--- src/sipo_pkg.sv ---
// Shared constants and carriers for the serial-in, parallel-out shift/store block.
// Assumes a single core clock; all pin inputs are asynchronous to it.
package sipo_pkg;

  // Register widths and the event queue depth
  localparam int SIPO_WIDTH = 8;
  localparam int SIPO_EVQ_DEPTH = 8;

  // Reset and clear values of both registers
  localparam logic [SIPO_WIDTH-1:0] SIPO_SHIFT_RESET = 8'h00;
  localparam logic [SIPO_WIDTH-1:0] SIPO_STORE_RESET = 8'h00;

  // Bit positions inside the parallel word
  localparam int SIPO_FIRST_STAGE = 0;
  localparam int SIPO_LAST_STAGE = SIPO_WIDTH - 1;

  // Synchroniser depth for pin inputs
  localparam int SIPO_SYNC_STAGES = 2;

  // Pin levels after synchronisation
  typedef struct packed {
    logic serial_in;
    logic shift_clk;
    logic store_clk;
    logic shift_clear_n;
    logic store_clear_n;
  } sipo_pins_t;

  // One queued clock event with the serial level seen one cycle before its edge
  typedef struct packed {
    logic serial_bit;
    logic shift_edge;
    logic store_edge;
  } sipo_event_t;

  localparam int SIPO_EVENT_BITS = $bits(sipo_event_t);

endpackage : sipo_pkg

--- src/sipo_fifo.sv ---
// Small flop-based FIFO with valid/ready on both sides.
// Assumes one clock and a synchronous active-low reset.
`timescale 1ns/1ps
`default_nettype none
module sipo_fifo #(
  parameter int WIDTH = 3,
  parameter int DEPTH = 8
) (
  // Clock and reset
  input wire logic core_clk,
  input wire logic nrst,
  // Fill side
  input wire logic in_valid,
  output logic in_ready,
  input wire logic [WIDTH-1:0] in_data,
  // Drain side
  output logic out_valid,
  input wire logic out_ready,
  output logic [WIDTH-1:0] out_data,
  // Status
  output logic [$clog2(DEPTH+1)-1:0] level
);
  localparam int AW = (DEPTH > 1) ? $clog2(DEPTH) : 1;
  localparam int CW = $clog2(DEPTH+1);

  logic [WIDTH-1:0] mem [DEPTH];
  logic [AW-1:0] wr_ptr;
  logic [AW-1:0] rd_ptr;
  logic [CW-1:0] count;
  logic push;
  logic pop;

  assign in_ready = (count != CW'(DEPTH));
  assign out_valid = (count != '0);
  assign push = in_valid && in_ready;
  assign pop = out_valid && out_ready;
  assign out_data = mem[rd_ptr];
  assign level = count;

  always_ff @(posedge core_clk) begin
    if (push) begin
      mem[wr_ptr] <= in_data;
    end
  end

  always_ff @(posedge core_clk) begin
    if (!nrst) begin
      wr_ptr <= '0;
      rd_ptr <= '0;
    end else begin
      if (push) begin
        wr_ptr <= (wr_ptr == AW'(DEPTH-1)) ? '0 : wr_ptr + AW'(1);
      end
      if (pop) begin
        rd_ptr <= (rd_ptr == AW'(DEPTH-1)) ? '0 : rd_ptr + AW'(1);
      end
    end
  end

  always_ff @(posedge core_clk) begin
    if (!nrst) begin
      count <= '0;
    end else if (push && !pop) begin
      count <= count + CW'(1);
    end else if (pop && !push) begin
      count <= count - CW'(1);
    end
  end
endmodule // sipo_fifo
`default_nettype wire

--- src/sipo_shift_store.sv ---
// Serial-in, parallel-out shift register feeding an 8-bit storage register.
// Assumes pin inputs are asynchronous to core_clk and toggle slower than it.
// Notes on behaviour
// - Storage clear low holds all parallel outputs at zero.
// - Shift clear low holds every shift stage at zero.
// - Shift clock rise loads serial input into first stage, others move up.
// - Store clock rise with both clears high copies all stages to output.
// - Simultaneous edges: output takes pre-shift contents, shift proceeds.
// - Without a shift clock rise the shift register holds.
// - Without a store clock rise the output register holds.
// - Cascade output feeds next device's serial input; clocks shared.
// - Output keeps its stored value while shifting, until next store rise.
// - Both registers are eight bits, shift feeding store in parallel.
// - Clears are active low and override clocks from the third core edge.
// - Clocks are rising-edge; tied clocks make output lag one pulse.
// - Cascade output always shows the last shift stage.
`timescale 1ns/1ps
`default_nettype none
module sipo_shift_store
  import sipo_pkg::*;
#(
  parameter int WIDTH = SIPO_WIDTH,
  parameter int EVQ_DEPTH = SIPO_EVQ_DEPTH
) (
  // Clock and reset
  input wire logic core_clk,
  input wire logic nrst,
  // Device pins
  input wire logic serial_in,
  input wire logic shift_clk,
  input wire logic store_clk,
  input wire logic shift_clear_n,
  input wire logic store_clear_n,
  // Outputs to the pins
  output logic [WIDTH-1:0] parallel_out,
  output logic cascade_out,
  // Event queue flow control
  input wire logic apply_hold,
  output logic event_ready,
  output logic event_pending
);
  import sipo_pkg::*;

  sipo_pins_t pins_raw;
  sipo_pins_t pins_sync;
  sipo_pins_t pins_prev;
  sipo_event_t ev_in;
  sipo_event_t ev_out;
  logic ev_in_valid;
  logic ev_out_valid;
  logic ev_out_ready;
  logic [SIPO_EVENT_BITS-1:0] ev_out_bits;
  logic [WIDTH-1:0] shift_reg;
  logic [WIDTH-1:0] store_reg;
  logic [WIDTH-1:0] next_shift;
  logic [WIDTH-1:0] next_store;
  logic do_shift;
  logic do_store;
  logic shift_cleared;
  logic store_cleared;
  logic store_allowed;

  // Timing, counted in core cycles from a pin change:
  //   edge 1 catches the level in the first flop, edge 2 in the second;
  //   edge 3 pushes a rising clock into the queue;
  //   edge 4 applies it unless the consumer holds the queue.
  // A clear level reaches its register at edge 3, ahead of any queued edge.
  // Hazards a user must know:
  //   - each pin level must stand at least two core cycles, or it is missed;
  //   - with the queue full, further clock rises are dropped, not delayed;
  //   - the serial bit is the level seen one cycle before the rise, so the
  //     controller must set data before raising the shift clock.
  // Clears are level driven here, not truly asynchronous: they trade the
  // instant response of the pin for a design with one clock and no
  // reset-recovery paths.

  // Pin levels gathered into one word so all pins see the same latency
  always_comb begin
    pins_raw = '0;
    pins_raw.serial_in = serial_in;
    pins_raw.shift_clk = shift_clk;
    pins_raw.store_clk = store_clk;
    pins_raw.shift_clear_n = shift_clear_n;
    pins_raw.store_clear_n = store_clear_n;
  end

  // Two-flop synchroniser per pin; the first flop feeds only the second,
  // and a third flop keeps last cycle's level for edge detection
  for (genvar p = 0; p < $bits(sipo_pins_t); p++) begin : g_pin
    logic meta_bit;
    logic sync_bit;
    logic prev_bit;

    always_ff @(posedge core_clk) begin
      if (!nrst) begin
        meta_bit <= 1'b0;
        sync_bit <= 1'b0;
      end else begin
        meta_bit <= pins_raw[p];
        sync_bit <= meta_bit;
      end
    end

    always_ff @(posedge core_clk) begin
      if (!nrst) begin
        prev_bit <= 1'b0;
      end else begin
        prev_bit <= sync_bit;
      end
    end

    assign pins_sync[p] = sync_bit;
    assign pins_prev[p] = prev_bit;
  end

  // Only rising edges form events; falls and steady levels do nothing
  always_comb begin
    ev_in.serial_bit = pins_prev.serial_in;
    ev_in.shift_edge = pins_sync.shift_clk && !pins_prev.shift_clk;
    ev_in.store_edge = pins_sync.store_clk && !pins_prev.store_clk;
  end
  assign ev_in_valid = ev_in.shift_edge || ev_in.store_edge;

  // Events queue here so a held consumer loses no clock edges until EVQ_DEPTH events are waiting
  sipo_fifo #(
    .WIDTH(SIPO_EVENT_BITS),
    .DEPTH(EVQ_DEPTH)
  ) u_evq (
    .core_clk(core_clk),
    .nrst(nrst),
    .in_valid(ev_in_valid),
    .in_ready(event_ready),
    .in_data(ev_in),
    .out_valid(ev_out_valid),
    .out_ready(ev_out_ready),
    .out_data(ev_out_bits),
    .level()
  );

  assign ev_out = sipo_event_t'(ev_out_bits);
  assign ev_out_ready = !apply_hold;
  assign event_pending = ev_out_valid;

  // A queued edge takes effect only on the cycle the queue hands it over
  assign do_shift = ev_out_valid && ev_out_ready && ev_out.shift_edge;
  assign do_store = ev_out_valid && ev_out_ready && ev_out.store_edge;

  // Clears bypass the queue so they act as soon as they are seen
  assign shift_cleared = !pins_sync.shift_clear_n;
  assign store_cleared = !pins_sync.store_clear_n;
  // A store edge while the shift stages are held clear leaves the output alone
  assign store_allowed = do_store && !shift_cleared;

  // Per stage: the first stage takes the queued serial bit, the others take
  // their lower neighbour; the store copy reads each stage before it moves,
  // so tied clocks leave the output one pulse behind
  for (genvar g = 0; g < WIDTH; g++) begin : g_stage
    logic shift_bit;
    logic store_bit;

    if (g == SIPO_FIRST_STAGE) begin : g_first
      assign next_shift[g] = ev_out.serial_bit;
    end else begin : g_rest
      assign next_shift[g] = shift_reg[g-1];
    end
    assign next_store[g] = shift_reg[g];

    always_ff @(posedge core_clk) begin
      if (!nrst) begin
        shift_bit <= SIPO_SHIFT_RESET[g];
      end else if (shift_cleared) begin
        shift_bit <= SIPO_SHIFT_RESET[g];
      end else if (do_shift) begin
        shift_bit <= next_shift[g];
      end
    end

    always_ff @(posedge core_clk) begin
      if (!nrst) begin
        store_bit <= SIPO_STORE_RESET[g];
      end else if (store_cleared) begin
        store_bit <= SIPO_STORE_RESET[g];
      end else if (store_allowed) begin
        store_bit <= next_store[g];
      end
    end

    assign shift_reg[g] = shift_bit;
    assign store_reg[g] = store_bit;
  end

  assign parallel_out = store_reg;
  assign cascade_out = shift_reg[SIPO_LAST_STAGE];
endmodule // sipo_shift_store
`default_nettype wire

--- config.mk ---
export PLATFORM = sky130hd
export DESIGN_NAME = sipo_shift_store
export DESIGN_NICKNAME = d
export VERILOG_FILES = /design/src/sipo_pkg.sv /design/src/sipo_fifo.sv /design/src/sipo_shift_store.sv
export SDC_FILE = /design/constraint.sdc
export NUM_CORES = 1
export LEC_CHECK = 0
export BUFFER_PORTS_ARGS = -buffer_cell sky130_fd_sc_hd__buf_2
export CAP_MARGIN = 10
export CORE_ASPECT_RATIO = 1.5
export CORE_MARGIN = 2
export CORE_UTILIZATION = 59
export DETAILED_ROUTE_END_ITERATION = 10
export GPL_TIMING_DRIVEN = 0
export PLACE_DENSITY_LB_ADDON = 0.2
export SYNTH_ARGS = -nofsm -noshare
export SYNTH_HDL_FRONTEND = slang
export SYNTH_SLANG_ARGS = --single-unit
--- constraint.sdc ---
create_clock -name core_clk -period 2.9 [get_ports core_clk]
set_input_delay 0.58 -clock core_clk [delete_from_list [all_inputs] [get_ports core_clk]]
set_output_delay 0.58 -clock core_clk [all_outputs]
set_load 0.01 [all_outputs]
==> flow_summary.ini <==
[status]
status = complete, no violations

[worst_setup_path]
required_ps = 3180
r2r.worst_path.cells = 10
r2r-end = u_evq.level[3]
endpoint = u_evq.level[3]
max_stage_delay_ps = 430
reg2reg_from = u_evq.level[3]
critPathLaunchType = register
critPathKind = register to register
cp.arrival_ps = 2800
cp-startpoint = u_evq.level[3]
regToRegSetupSlack_ps = 380
crit_path_end_kind = register
crit_chain = nor4_4 > nor2_1 > inv_2 > ha_1 > inv_1 > ha_1 > a21o_1 > a21oi_1 > mux2i_1 > mux2i_1
critPathMaxFanout = 5
cpMaxStageDelayCell = nor4_4

[place]
place_ws_ps = 211.0
numPlacedInstances = 291
gp_congestion = 0.7867
dp_hpwl_um = 3141
port_buffers = 18

[detailed_routing]
viasPerCell = 5.342
vias = 1640
wl_um = 4116
initialDrtViolationCount = 57
ant_nets = 0
drcViolationCount = 0
drtPass1Iterations = 4
wire_per_inst_um = 13.41

[clocking]
cts_tree = yes
cts_root_buffer = clkbuf_8
clk_pin_slew_ps = 70
cts_inserted_buffers = 9
clock_path_buffers = 2
clkSinkCount = 66
clk_latency_ps = 340
postCtsSetupRepairBufs = 0
cts_max_level = 3
ctsHoldBuffers = 0

[layout]
regArea_mm2 = 0.001562
layout-drive-gt1-share_pct = 20.46
multiInputGateArea_mm2 = 0.001059
finalNonFillerCells = 307
diodes = 0
area_growth_pct = 13.38
nNetsFinal = 270
fillerInstances = 327

[min_path]
min_from = g_pin[1].meta_bit
hold_class = register to register
whs_path_depth = 1

[global_route]
grt_overflow = 0
grt_start_max_net_pins = 12
antenna_found_initial = 0
grt_pass1_wl_um = 6817
grt_pass1_vias = 1650
grtUsageTotal_pct = 18.30

[timing]
tns_ps = 0
rsz0062_at_grt = false
timing.slew.headroom_pct = 63.71
fmax_mhz = 396.2
tightest_slew_ps = 540.1
period_share_pct = 87.04
setup_viol = 0
slew_violations = 0
finClkSkew_ps = 10.60
worst_slack_ps = 375.9
hold_slack_ps = 434.4
fin_crit_ps = 2524
hold_violations = 0

[logic_synthesis]
syn_area_mm2 = 0.002749
synth_edf_count = 24
yosys_warnings = 0
ys_types = 36
synth_flop_cell = dfxtp_1
yosysMostFrequentCell = dfxtp_1
yosys_register_bits = 66
syn_nets = 241
synth_top_area_share_pct = 30.59
synthArstFlopShare_pct = 0
synth_area_leaders = dfxtp_1 (31%), edfxtp_1 (26%), mux2i_1 (11%), and2_1 (3.6%), ha_1 (3.2%)
netlist_instances = 225
synth_area_leader_cell = dfxtp_1
synth_common_cells = dfxtp_1 (42), mux2i_1 (29), edfxtp_1 (24), nand2_1 (19)
avgSynthCellArea_um2 = 12.22
seq_area_frac_synth_pct = 56.80

[floorplanning]
num_rows = 30
die_w_um = 59.73
start_util_pct = 61.03
fp.coreArea_mm2 = 0.004504
io_pins = 19
dieArea_mm2 = 0.005232
die_h_um = 87.60

[power]
power_density_mw_per_mm2 = 752.2
irDropWorstVdd_v = 0.0005908
p_leak_nw = 1.296

[run]
max_cap_viol_count = 0
metal layers:
layer  track usage (%)  up-vias  wire (um)  share of wire, %
met4             10.30        0         99               2.4
li1                  -      838          -                 -
met2             33.00       27       2355                57
met3             6.795        9        145               3.5
met5                 0        -          0                 0
met1             16.99      766       1516                37
metrics by stage:
step	util [%]	cell area, um2	power [mW]
2_1_floorplan	-	2749	1.464
3_3_place_gp	64.36	2899	1.559
3_5_place_dp	64.36	2899	1.575
4_1_cts	69.08	3112	2.369
5_1_grt	69.19	3117	2.475
6_report	69.19	3117	2.344
layout by cell type, fill, tap and decap left out, drive strengths merged, types with 7 or more instances in the layout:
| cell type | n |
|---|---|
| and2 | 17 |
| mux2i | 29 |
| dfxtp | 42 |
| clkbuf | 16 |
| edfxtp | 24 |
| nand3 | 18 |
| ha | 7 |
| buf | 29 |
| nor2 | 11 |
| nand2 | 19 |
kinds of logic (layout without fill, tap and decap cells):
family          count (synthesis)  in the layout  synth area share (%)
compound gates                 12             12                 4.096
xor+xnor                        2              2                0.6373
fa+ha+maj                       8              8                 3.914
buf+inv                        21             55                 4.870
flops                          66             66                 56.80
mux                            32             32                 12.88
simple gates                   84             84                 16.80
worst min-delay path by stage:
stage                        endpoint  slack, ps
floorplan           g_pin[0].sync_bit        410
global placement    g_pin[2].sync_bit        410
detailed placement  g_pin[1].sync_bit        420
CTS                 g_pin[1].meta_bit        430
global route        g_pin[1].meta_bit        420
finish              g_pin[1].sync_bit        430
critical path, delay by kind of cell (launching register included):
| kind | cells | cell delay (ps) |
|---|---|---|
| buffers and inverters | 2 | 210 |
| AND/OR/NAND/NOR | 2 | 610 |
| AO/OA/AOI/OAI | 2 | 340 |
| adder cells (fa/ha/maj) | 2 | 460 |
| multiplexers | 2 | 450 |
| flip-flops | 1 | 380 |
registers in the layout (all words and copies together) (netlist names), named ones only:
name               flops
g_pin.meta_bit         5
u_evq.rd_ptr           3
u_evq.level            4
g_pin.prev_bit         3
u_evq.mem             24
cascade_out            1
u_evq.wr_ptr           3
g_stage.store_bit      8
g_stage.shift_bit      7
g_pin.sync_bit         5
repair_timing:
item,in CTS,in global routing
resized for setup,0,2
endpoints found under the setup margin,0,1
hold endpoints to repair,0,0
final cells by class:
cell class                 count  share of cell area (%)
sequential                    66                   50.10
timing repair buffer          18                   2.890
clock buffer                  12                   5.339
multi-input combinational    138                   33.96
buffer                        17                   3.814
tap                           48                   1.927
clock inverter                 4                   1.485
inverter                       4                  0.4817
power by group:
part	total [mW]	leakage, nW	switching, mW	internal (mW)
sequential	1.08	0.565	0.0670	1.01
clock	0.796	0.112	0.326	0.470
combinational	0.467	0.619	0.243	0.224
total	2.34	1.30	0.636	1.71
Power figures use the tool's default switching activity.
